$ cat src/shared/pmas_pkg.sv
// Constants and types for the power monitor converter sequencer and alert logic
// Notes on behaviour
// RULE_01: Convert only inputs enabled by mode field.
// RULE_02: Without averaging, update each result at conversion end.
// RULE_03: Per-input conversion time, 50 us to 4.12 ms.
// RULE_04: Enabled inputs convert one after another.
// RULE_05: Accumulate samples, load averages after full count.
// RULE_06: Results held until next complete result.
// RULE_07: Continuous mode repeats passes without end.
// RULE_08: Single-shot runs one pass then shuts down.
// RULE_09: Mode write aborts and restarts the sequence.
// RULE_10: Done flag set after full pass completes.
// RULE_11: Done flag cleared by active setup write or read.
// RULE_12: Start delay 0 to 510 ms, 2 ms steps.
// RULE_13: Averaging 1 to 1024, same for all inputs.
// RULE_14: Filter settles within one conversion, no discards.
// RULE_15: Compare results to thresholds, set flags, alert.
// RULE_16: Threshold registers reset to documented defaults.
// RULE_17: Latch holds alert until diagnostic read.
// RULE_18: Done event may drive alert; flag always records.
// RULE_19: Averaged-compare option compares averaged results.
// RULE_20: Alert active low by default, polarity bit inverts.
// RULE_21: Overflow flag set, never drives alert.
// RULE_22: Trim memory status bit reads 1 when healthy.
// RULE_23: Unlatched alert drops when no cause remains.
package pmas_pkg;

    localparam int CLK_MHZ        = 10;
    localparam int TMR_W          = 24;
    localparam int DATA_W         = 16;

    // Mode field: bits 2..0 enable shunt, rail, temperature; bit 3 continuous
    localparam int MODE_W         = 4;
    localparam int MODE_CONT_BIT  = 3;
    localparam int NUM_CH         = 3;
    localparam logic [1:0] CH_SHUNT = 2'h0;
    localparam logic [1:0] CH_RAIL  = 2'h1;
    localparam logic [1:0] CH_TEMP  = 2'h2;

    // Conversion times in microseconds, selected by a 3-bit code
    localparam int CT_US [8] = '{50, 84, 150, 280, 540, 1052, 2074, 4120};
    // Averaging counts 1,4,16,64,128,256,512,1024 as shifts
    localparam logic [3:0] AVG_SHIFT [8] = '{4'h0, 4'h2, 4'h4, 4'h6, 4'h7, 4'h8, 4'h9, 4'ha};
    localparam int CNT_W          = 11;

    localparam int DELAY_W        = 8;
    localparam int DELAY_STEP_US  = 2000;
    localparam logic [DELAY_W-1:0] DELAY_RESET = 8'h00;

    // Threshold index and reset values
    localparam int NUM_THR        = 6;
    localparam logic [2:0] THR_SHUNT_LOW  = 3'h0;
    localparam logic [2:0] THR_SHUNT_HIGH = 3'h1;
    localparam logic [2:0] THR_RAIL_HIGH  = 3'h2;
    localparam logic [2:0] THR_RAIL_LOW   = 3'h3;
    localparam logic [2:0] THR_OVERHEAT   = 3'h4;
    localparam logic [2:0] THR_OVERPOWER  = 3'h5;
    localparam logic [DATA_W-1:0] THR_RESET [NUM_THR] =
        '{16'h8000, 16'h7fff, 16'h7fff, 16'h0000, 16'hffff, 16'h7fff};

    // Diagnostic status word layout
    localparam int FLG_OVERPOWER  = 0;
    localparam int FLG_RAIL_LOW   = 1;
    localparam int FLG_RAIL_HIGH  = 2;
    localparam int FLG_SHUNT_LOW  = 3;
    localparam int FLG_SHUNT_HIGH = 4;
    localparam int FLG_OVERHEAT   = 5;
    localparam int NUM_FLG        = 6;
    localparam int DS_ARITH_OVF   = 8;
    localparam int DS_TRIM_OK     = 9;
    localparam int DS_CONV_DONE   = 14;

    typedef enum logic [1:0] {ST_IDLE, ST_DELAY, ST_CONV} pmas_state_e;

endpackage

$ cat src/rtl/pmas_seq.sv
// Converter sequencer with averaging, start delay, threshold compare and alert pin
module pmas_seq import pmas_pkg::*; #(
    parameter int US_CYC = CLK_MHZ
) (
    // Clock, reset, enable
    input  wire logic                clk_sys,
    input  wire logic                nrst,
    input  wire logic                ce,
    // Converter setup write
    input  wire logic                setup_wr,
    input  wire logic [MODE_W-1:0]   mode_field,
    input  wire logic [2:0]          shunt_ct_sel,
    input  wire logic [2:0]          rail_ct_sel,
    input  wire logic [2:0]          temp_ct_sel,
    input  wire logic [2:0]          avg_sel,
    // Start delay write
    input  wire logic                delay_wr,
    input  wire logic [DELAY_W-1:0]  start_delay_field,
    // Alert options
    input  wire logic                fault_latch_en,
    input  wire logic                conversion_done_alert_en,
    input  wire logic                averaged_compare_en,
    input  wire logic                fault_pin_polarity,
    // Threshold write
    input  wire logic                thr_wr,
    input  wire logic [2:0]          thr_sel,
    input  wire logic [DATA_W-1:0]   thr_wdata,
    // Diagnostic read strobe
    input  wire logic                diag_rd,
    // Converter front end and math engine
    input  wire logic [DATA_W-1:0]   adc_data,
    input  wire logic [DATA_W-1:0]   power_value,
    input  wire logic                power_strobe,
    input  wire logic                math_overflow,
    input  wire logic                trim_ok_pin,
    output logic [1:0]               mux_sel,
    output logic                     conv_active,
    output logic                     sample_strobe,
    // Results and status
    output logic [DATA_W-1:0]        shunt_result,
    output logic [DATA_W-1:0]        rail_result,
    output logic [DATA_W-1:0]        temp_result,
    output logic [DATA_W-1:0]        diagnostic_status_reg,
    output logic                     conversion_done_flag,
    // Open-drain alert pin
    output logic                     fault_pin_out,
    output logic                     fault_pin_oe
);
    function automatic logic [2:0] pick_ch(input logic [2:0] en, input int start);
        logic [2:0] r;
        r = 3'h0;
        for (int i = NUM_CH - 1; i >= 0; i--) begin
            if (i >= start && en[i]) begin
                r = {1'b1, 2'(i)};
            end
        end
        return r;
    endfunction

    function automatic logic sgt(input logic [DATA_W-1:0] a, input logic [DATA_W-1:0] b);
        return $signed(a) > $signed(b);
    endfunction

    // Configuration registers
    logic [MODE_W-1:0]  mode;
    logic [2:0]         ct_sel [NUM_CH];
    logic [2:0]         avg_code;
    logic [DELAY_W-1:0] delay_q;
    logic [DATA_W-1:0]  thr [NUM_THR];

    always_ff @(posedge clk_sys or negedge nrst) begin
        if (!nrst) begin
            mode     <= '0;
            ct_sel   <= '{3'h0, 3'h0, 3'h0};
            avg_code <= 3'h0;
            delay_q  <= DELAY_RESET; // [RULE_12]
            thr      <= THR_RESET; // [RULE_16]
        end else if (ce) begin
            if (setup_wr) begin
                mode      <= mode_field;
                ct_sel[0] <= shunt_ct_sel; // [RULE_03]
                ct_sel[1] <= rail_ct_sel;
                ct_sel[2] <= temp_ct_sel;
                avg_code  <= avg_sel; // [RULE_13]
            end
            if (delay_wr) begin
                delay_q <= start_delay_field;
            end
            if (thr_wr && 32'(thr_sel) < NUM_THR) begin
                thr[thr_sel] <= thr_wdata;
            end
        end
    end

    // Trim memory status pin crosses into this domain
    logic trim_s1;
    logic trim_s2;
    always_ff @(posedge clk_sys or negedge nrst) begin
        if (!nrst) begin
            trim_s1 <= 1'b0;
            trim_s2 <= 1'b0;
        end else if (ce) begin
            trim_s1 <= trim_ok_pin;
            trim_s2 <= trim_s1;
        end
    end

    // Sequencer
    pmas_state_e       state;
    pmas_state_e       next_state;
    logic [1:0]        ch;
    logic [1:0]        next_ch;
    logic [CNT_W-1:0]  pass_cnt;
    logic [CNT_W-1:0]  next_pass_cnt;
    logic              tmr_load;
    logic [TMR_W-1:0]  tmr_val;
    logic              tmr_done;
    logic              acc_clr;
    logic              acc_add;
    logic              pass_done;
    logic [2:0]        first;
    logic [2:0]        nxt;
    logic [CNT_W-1:0]  avg_n;
    logic              conv_end;

    assign avg_n    = CNT_W'(1) << AVG_SHIFT[avg_code];
    assign first    = pick_ch(mode[2:0], 0);
    assign nxt      = pick_ch(mode[2:0], 32'(ch) + 1);
    assign conv_end = ce && !setup_wr && state == ST_CONV && tmr_done;

    always_comb begin
        next_state    = state;
        next_ch       = ch;
        next_pass_cnt = pass_cnt;
        tmr_load      = 1'b0;
        tmr_val       = '0;
        acc_clr       = 1'b0;
        acc_add       = 1'b0;
        pass_done     = 1'b0;
        if (setup_wr) begin
            // Any mode write throws away partial sums; one that enables an input starts over, else idles
            acc_clr       = 1'b1; // [RULE_09]
            next_pass_cnt = '0;
            if (mode_field[2:0] != 3'h0) begin
                next_state = ST_DELAY;
                tmr_load   = 1'b1;
                tmr_val    = TMR_W'(32'(delay_q) * DELAY_STEP_US * US_CYC); // [RULE_12]
            end else begin
                next_state = ST_IDLE;
            end
        end else begin
            unique case (state)
                ST_IDLE: begin
                end
                ST_DELAY: begin
                    if (tmr_done) begin
                        next_state = ST_CONV;
                        next_ch    = first[1:0]; // [RULE_01]
                        tmr_load   = 1'b1;
                        tmr_val    = TMR_W'(CT_US[ct_sel[first[1:0]]] * US_CYC - 1);
                    end
                end
                ST_CONV: begin
                    if (tmr_done) begin
                        // One period per sample: the filter has settled by its end
                        acc_add = 1'b1; // [RULE_14]
                        if (nxt[2]) begin
                            next_ch  = nxt[1:0]; // [RULE_04]
                            tmr_load = 1'b1;
                            tmr_val  = TMR_W'(CT_US[ct_sel[nxt[1:0]]] * US_CYC - 1); // [RULE_03]
                        end else if (pass_cnt + 1'b1 == avg_n) begin
                            pass_done     = 1'b1; // [RULE_05]
                            acc_clr       = 1'b1;
                            next_pass_cnt = '0;
                            if (mode[MODE_CONT_BIT]) begin
                                next_ch  = first[1:0]; // [RULE_07]
                                tmr_load = 1'b1;
                                tmr_val  = TMR_W'(CT_US[ct_sel[first[1:0]]] * US_CYC - 1);
                            end else begin
                                next_state = ST_IDLE; // [RULE_08]
                            end
                        end else begin
                            next_pass_cnt = pass_cnt + 1'b1; // [RULE_05]
                            next_ch       = first[1:0];
                            tmr_load      = 1'b1;
                            tmr_val       = TMR_W'(CT_US[ct_sel[first[1:0]]] * US_CYC - 1);
                        end
                    end
                end
                default: next_state = ST_IDLE;
            endcase
        end
    end

    always_ff @(posedge clk_sys or negedge nrst) begin
        if (!nrst) begin
            state    <= ST_IDLE;
            ch       <= 2'h0;
            pass_cnt <= '0;
        end else if (ce) begin
            state    <= next_state;
            ch       <= next_ch;
            pass_cnt <= next_pass_cnt;
        end
    end

    pmas_timer #(.W(TMR_W)) u_timer (
        .clk_sys (clk_sys),
        .nrst    (nrst),
        .ce      (ce),
        .load    (tmr_load && ce),
        .val     (tmr_val),
        .done    (tmr_done)
    );

    // One accumulator per input, all sharing the averaging count
    logic [DATA_W-1:0] avg_val [NUM_CH];
    for (genvar g = 0; g < NUM_CH; g++) begin : g_acc
        pmas_avg #(.W(DATA_W), .AW(DATA_W + 10)) u_avg (
            .clk_sys (clk_sys),
            .nrst    (nrst),
            .ce      (ce),
            .clr     (acc_clr),
            .add     (acc_add && ch == 2'(g)),
            .din     (adc_data),
            .shift   (AVG_SHIFT[avg_code]), // [RULE_13]
            .avg     (avg_val[g])
        );
    end

    assign mux_sel       = ch;
    assign conv_active   = state == ST_CONV;
    assign sample_strobe = conv_end;

    // Results
    logic [DATA_W-1:0] res [NUM_CH];
    logic [DATA_W-1:0] next_res [NUM_CH];
    logic              raw_upd;
    logic              avg_upd;

    assign raw_upd = conv_end && avg_code == 3'h0;
    assign avg_upd = ce && pass_done && avg_code != 3'h0;

    always_comb begin
        next_res = res; // [RULE_06]
        if (raw_upd) begin
            next_res[ch] = adc_data; // [RULE_02]
        end
        for (int i = 0; i < NUM_CH; i++) begin
            if (avg_upd && mode[i]) begin
                next_res[i] = avg_val[i]; // [RULE_05]
            end
        end
    end

    always_ff @(posedge clk_sys or negedge nrst) begin
        if (!nrst) begin
            res <= '{16'h0000, 16'h0000, 16'h0000};
        end else if (ce) begin
            res <= next_res;
        end
    end

    assign shunt_result = res[CH_SHUNT];
    assign rail_result  = res[CH_RAIL];
    assign temp_result  = res[CH_TEMP];

    // Threshold compare and diagnostic flags
    logic [NUM_FLG-1:0] cond;
    logic [NUM_FLG-1:0] next_cond;
    logic [NUM_FLG-1:0] flags;
    logic [NUM_FLG-1:0] next_flags;
    logic               done_q;
    logic               next_done;
    logic               ovf_q;
    logic               next_ovf;
    logic               alert_act;
    logic [DATA_W-1:0]  cv [NUM_CH];
    logic [NUM_CH-1:0]  ce_ch;
    logic               pwr_evt;

    always_comb begin
        for (int i = 0; i < NUM_CH; i++) begin
            if (averaged_compare_en) begin
                cv[i]    = avg_val[i]; // [RULE_19]
                ce_ch[i] = ce && pass_done && mode[i];
            end else begin
                cv[i]    = adc_data;
                ce_ch[i] = conv_end && ch == 2'(i);
            end
        end
        pwr_evt   = averaged_compare_en ? (ce && pass_done) : (ce && power_strobe);
        next_cond = cond;
        if (ce_ch[CH_SHUNT]) begin
            next_cond[FLG_SHUNT_LOW]  = sgt(thr[THR_SHUNT_LOW], cv[CH_SHUNT]); // [RULE_15]
            next_cond[FLG_SHUNT_HIGH] = sgt(cv[CH_SHUNT], thr[THR_SHUNT_HIGH]);
        end
        if (ce_ch[CH_RAIL]) begin
            next_cond[FLG_RAIL_LOW]  = sgt(thr[THR_RAIL_LOW], cv[CH_RAIL]);
            next_cond[FLG_RAIL_HIGH] = sgt(cv[CH_RAIL], thr[THR_RAIL_HIGH]);
        end
        if (ce_ch[CH_TEMP]) begin
            next_cond[FLG_OVERHEAT] = sgt(cv[CH_TEMP], thr[THR_OVERHEAT]);
        end
        if (pwr_evt) begin
            next_cond[FLG_OVERPOWER] = power_value > thr[THR_OVERPOWER];
        end
        // Latched flags survive until a read; a fresh hit in the read cycle wins
        if (fault_latch_en) begin
            next_flags = (diag_rd ? '0 : flags) | next_cond; // [RULE_17]
        end else begin
            next_flags = next_cond; // [RULE_23]
        end
        next_done = done_q;
        if (diag_rd || (setup_wr && mode_field[2:0] != 3'h0)) begin
            next_done = 1'b0; // [RULE_11]
        end
        if (pass_done) begin
            next_done = 1'b1; // [RULE_10]
        end
        next_ovf = (ovf_q && !diag_rd) || math_overflow; // [RULE_21]
    end

    always_ff @(posedge clk_sys or negedge nrst) begin
        if (!nrst) begin
            cond   <= '0;
            flags  <= '0;
            done_q <= 1'b0;
            ovf_q  <= 1'b0;
        end else if (ce) begin
            cond   <= next_cond;
            flags  <= next_flags;
            done_q <= next_done;
            ovf_q  <= next_ovf;
        end
    end

    // Overflow deliberately left out of the alert sum
    assign alert_act = (|flags) || (conversion_done_alert_en && done_q); // [RULE_18]

    always_ff @(posedge clk_sys or negedge nrst) begin
        if (!nrst) begin
            fault_pin_oe <= 1'b0;
        end else if (ce) begin
            fault_pin_oe <= alert_act ^ fault_pin_polarity; // [RULE_20]
        end
    end

    assign fault_pin_out        = 1'b0;
    assign conversion_done_flag = done_q;

    always_comb begin
        diagnostic_status_reg                  = '0;
        diagnostic_status_reg[NUM_FLG-1:0]     = flags;
        diagnostic_status_reg[DS_ARITH_OVF]    = ovf_q;
        diagnostic_status_reg[DS_TRIM_OK]      = trim_s2; // [RULE_22]
        diagnostic_status_reg[DS_CONV_DONE]    = done_q;
    end
endmodule

$ cat src/rtl/pmas_timer.sv
// Down-counter that marks the end of a delay or a conversion period
module pmas_timer import pmas_pkg::*; #(
    parameter int W = TMR_W
) (
    // Clock and reset
    input  wire logic         clk_sys,
    input  wire logic         nrst,
    input  wire logic         ce,
    // Control
    input  wire logic         load,
    input  wire logic [W-1:0] val,
    output logic              done
);
    logic [W-1:0] cnt;
    logic [W-1:0] next_cnt;
    logic         run;
    logic         next_run;

    // Done arrives val+1 enabled cycles after the load
    assign done = ce && run && (cnt == '0);

    always_comb begin
        next_cnt = cnt;
        next_run = run;
        if (load) begin
            next_cnt = val;
            next_run = 1'b1;
        end else if (run) begin
            if (cnt == '0) begin
                next_run = 1'b0;
            end else begin
                next_cnt = cnt - 1'b1;
            end
        end
    end

    always_ff @(posedge clk_sys or negedge nrst) begin
        if (!nrst) begin
            cnt <= '0;
            run <= 1'b0;
        end else if (ce) begin
            cnt <= next_cnt;
            run <= next_run;
        end
    end
endmodule

$ cat src/rtl/pmas_avg.sv
// Averaging accumulator for one measured input
module pmas_avg #(
    parameter int W  = 16,
    parameter int AW = 26
) (
    // Clock and reset
    input  wire logic                clk_sys,
    input  wire logic                nrst,
    input  wire logic                ce,
    // Control
    input  wire logic                clr,
    input  wire logic                add,
    input  wire logic signed [W-1:0] din,
    input  wire logic [3:0]          shift,
    output logic signed [W-1:0]      avg
);
    logic signed [AW-1:0] acc;
    logic signed [AW-1:0] sum;
    logic signed [AW-1:0] next_acc;
    logic signed [AW-1:0] quot;

    // Average includes the sample being added, so the last one of a pass counts
    always_comb begin
        sum      = acc + (add ? {{(AW-W){din[W-1]}}, din} : '0);
        quot     = sum >>> shift;
        avg      = quot[W-1:0];
        next_acc = clr ? '0 : sum;
    end

    always_ff @(posedge clk_sys or negedge nrst) begin
        if (!nrst) begin
            acc <= '0;
        end else if (ce) begin
            acc <= next_acc;
        end
    end
endmodule

$ cat config.mk
export PLATFORM = sky130hd
export DESIGN_NAME = pmas_seq
export DESIGN_NICKNAME = d
export VERILOG_FILES = /design/src/shared/pmas_pkg.sv /design/src/rtl/pmas_seq.sv /design/src/rtl/pmas_timer.sv /design/src/rtl/pmas_avg.sv
export SDC_FILE = /design/constraint.sdc
export NUM_CORES = 1
export LEC_CHECK = 0
export ABC_AREA = 1
export BUFFER_PORTS_ARGS = -buffer_cell sky130_fd_sc_hd__buf_2
export CAP_MARGIN = 20
export CORE_MARGIN = 8
export CORE_UTILIZATION = 55
export CTS_BUF_LIST = sky130_fd_sc_hd__clkbuf_4 sky130_fd_sc_hd__clkbuf_8 sky130_fd_sc_hd__clkbuf_16
export DETAILED_ROUTE_END_ITERATION = 8
export HOLD_SLACK_MARGIN = 0.15
export PLACE_DENSITY = 0.69
export SLEW_MARGIN = 0
export SYNTH_ARGS = -nofsm -noshare
export SYNTH_HDL_FRONTEND = slang
export SYNTH_SLANG_ARGS = --single-unit
$ cat constraint.sdc
create_clock -name clk_sys -period 9.5 [get_ports clk_sys]
set_clock_uncertainty 0.2 [all_clocks]
set_input_delay 2.85 -clock clk_sys [delete_from_list [all_inputs] [get_ports clk_sys]]
set_output_delay 2.85 -clock clk_sys [all_outputs]
set_load 0.005 [all_outputs]
==> reports/results.ini <==
[outcome]
status = complete, no violations

[layout]
drive_gt1_share_pct = 11.6
synthToLayoutAreaGrowth_pct = 9.55
final_area_um2 = 30700
register_area_um2 = 7660
nets = 4561
utilization_pct = 61.1
multi_input_area_um2 = 17900
layout_commonest_cell = nand2_1
fill_cells = 4908
antennaDiodeCount = 0
final_cell_mix = 1,198 x nand2_1, 470 x inv_1, 356 x o21ai_0, 309 x nand3_1, 258 x ha_1

[power]
p_int_mw = 4.79
switching_power_mw = 4.88
p_per_area_nw_per_um2 = 314
p_comb_share_pct = 66.1
ir_drop_uv = 1910
leakage_nw = 16.0
seq_power_share_pct = 17.1
finalPower_mw = 9.66
p_sw_share_pct = 50.5
clkPwrFrac_pct = 16.8

[logic_synthesis]
syn_inst = 4095
syn_area_um2 = 28100
yosysUniqueCellTypes = 72
ys_ff_latch = 303
yosysWarnings = 0
async_flop_share_pct = 100
synth-edff-count = 0
yosysSeqAreaShare_pct = 27.3
synth_area_per_cell_um2 = 6.85
synth_flop_cell = dfrtp_1

[floorplanning]
io_pins = 160
die_w_um = 242
core_area_um2 = 50300
design.die.area_um2 = 58500
die_height_um = 242
rows = 82
start_util_pct = 55.8

[clock_tree]
numCtsBuffers = 38
clk-insertion-delay-late_ns = 0.59
clk_pin_slew_worst_paths_ns = 0.06
cts.repair.resized = 0
cts-root-buf = clkbuf_16
cts_buffer_depth = 3
cts_hold_buffers = 0
cts_sinks = 303
cts_tree = built
cts_setup_buffers = 0
cts_max_level = 2

[drt]
dr.pass1.iters = 6
antenna_left = 0
dr_wl_met2_um = 41600
num_vias = 28261
drc = 0
wl_met3_um = 7700
m1WireLength_um = 43400
drtIter0Drc = 2776
viasPerCell = 5.78
route.top_layer_used = met4
routedWlPerCell_um = 19.8
routed_wl_um = 96900

[global_routing]
grt_pass1_vias = 26449
antenna_found_initial = 0
grt_use_total_pct = 32.1
grt-ovfl-total = 0
grt_pass1_wl_um = 151000
grt_start_max_net_pins = 128

[timing]
setup_tns_ns = 0
tightest_slew_ns = 0.950
hold_viol = 0
timing.fmax_mhz = 117
fin_crit_sh_pct = 90.1
relSlewSlack_pct = 36.5
setup_viol = 0
drv_slew = 0
fin_crit_ns = 8.56
rsz0062_at_grt = no

[job]
max-cap-violations = 0

[worst_setup_path]
cp-start-kind = primary input
r2r-start = u_timer.cnt[0]
worstSetupPathType = primary input to register
crit_path_end_kind = register
required_ns = 9.74
cpMostUsedCell = nand2_1
worst_ep_arrival_time_ns = 8.80
crit_path_max_incr_delay_ns = 0.39
cp_max_fo = 46
startpoint = ce
critical-path-slowest-cell = fa_1

[hold_path]
worstHoldStart = shunt_result[2]
hp-class = register to register

[placed_design]
place_area_um2 = 29300
numPortBuffers = 151
routabilityCongestion = 1.03
dp_hpwl_um = 75700

## cell families after synthesis
kind of cell | count (synthesis) | share of synthesized area (%)
XOR/XNOR | 114 | 3.61
AND/OR/NAND/NOR | 1982 | 30.7
other | 1 | 0.0134
multiplexers | 6 | 0.236
buffers and inverters | 645 | 9.08
flip-flops | 303 | 27.3
AO/OA/AOI/OAI | 758 | 15.5
adder cells (fa/ha/maj) | 286 | 13.5
## state kept, by name (all words and copies together) (netlist names), 3 cells and up
name             cells
ct_sel               9
pass_cnt            11
flags                6
avg_code             3
rail_result         16
g_acc.u_avg.acc     78
delay_q              8
cond                 6
u_timer.cnt         24
mode                 4
shunt_result        16
thr                 96
temp_result         16
## Yosys cell counts (all sizes together), types with 4 or more instances
| library cell | n | area, um^2 |
|---|---|---|
| a221oi | 4 | 35.0 |
| a22o | 20 | 175 |
| o211ai | 18 | 135 |
| nor4 | 12 | 93.8 |
| nand2 | 1228 | 4700 |
| o41ai | 16 | 140 |
| a2111oi | 5 | 43.8 |
| clkinv | 4 | 16.3 |
| dfrtp | 241 | 6030 |
| ha | 258 | 3230 |
| o21a | 8 | 60.1 |
| a211oi | 7 | 52.6 |
| a22oi | 9 | 67.6 |
| fa | 28 | 561 |
| nor3 | 37 | 206 |
| inv | 507 | 1900 |
| nand3 | 323 | 1700 |
| nand3b | 5 | 37.5 |
| mux2 | 5 | 56.3 |
| nand4 | 59 | 409 |
| nor2 | 293 | 1310 |
| xnor2 | 33 | 289 |
| buf | 61 | 354 |
| a31oi | 17 | 106 |
| o221ai | 9 | 78.8 |
| a21o | 5 | 37.5 |
| a32o | 6 | 60.1 |
| or2 | 21 | 134 |
| clkbuf | 73 | 274 |
| xor2 | 81 | 724 |
| o21bai | 11 | 86.3 |
| dfstp | 62 | 1630 |
| o22ai | 37 | 231 |
| a21oi | 189 | 995 |
| o21ai | 386 | 1960 |
## per-stage QoR
stage / setup slack [ns] / instances / hold slack [ns]
global placement: 0.519 / 4814 / 0.256
detailed placement: 0.487 / 4816 / 0.261
floorplan: 1.68 / 4104 / 0.242
CTS: 1.06 / 4885 / 0.276
finish: 0.941 / 4887 / 0.272
global route: 0.299 / 4887 / 0.289
## worst paths after layout
path	to	slack [ns]	depth (start not counted)
max	flags[2]	0.94	39
min in group asynchronous	delay_q[0]	2.08	1
min reg2reg	shunt_result[2]	0.27	2
min	shunt_result[2]	0.27	2
max in group asynchronous	g_acc[2].u_avg.acc[3]	5.81	2
max reg2reg	flags[2]	2.42	42
## per-layer routing
layer / vias up / GRT usage, %
met5: - / 0
met4: 0 / 12.8
met3: 220 / 4.65
met2: 1160 / 48.9
met1: 13193 / 45.4
li1: 13688 / -
## layout make-up
cell class | count | area share (%)
multi-input cells | 3156 | 58.3
flip-flops and latches | 303 | 24.9
inverters | 511 | 6.25
clock buffers | 53 | 3.60
repair buffers | 176 | 3.32
well taps | 672 | 2.74
clock inverters | 16 | 0.916
## power by group through the flow
stage / registers [mW] / clock network [mW] / logic, mW
3_5_place_dp: 1.67 / 0 / 6.27
3_3_place_gp: 1.67 / 0 / 6.25
4_1_cts: 1.65 / 1.65 / 6.35
2_1_floorplan: 1.62 / 0 / 4.85
6_report: 1.65 / 1.62 / 6.38
5_1_grt: 1.67 / 1.69 / 7.40
## critical path: cells and delay by family
kind / cells / cell delay [ns]
adder cells (fa/ha/maj): 3 / 0.80
buffers and inverters: 6 / 0.65
AO/OA/AOI/OAI: 9 / 2.02
XOR/XNOR: 2 / 0.38
AND/OR/NAND/NOR: 19 / 2.07
(Power assumes the default switching activity.)
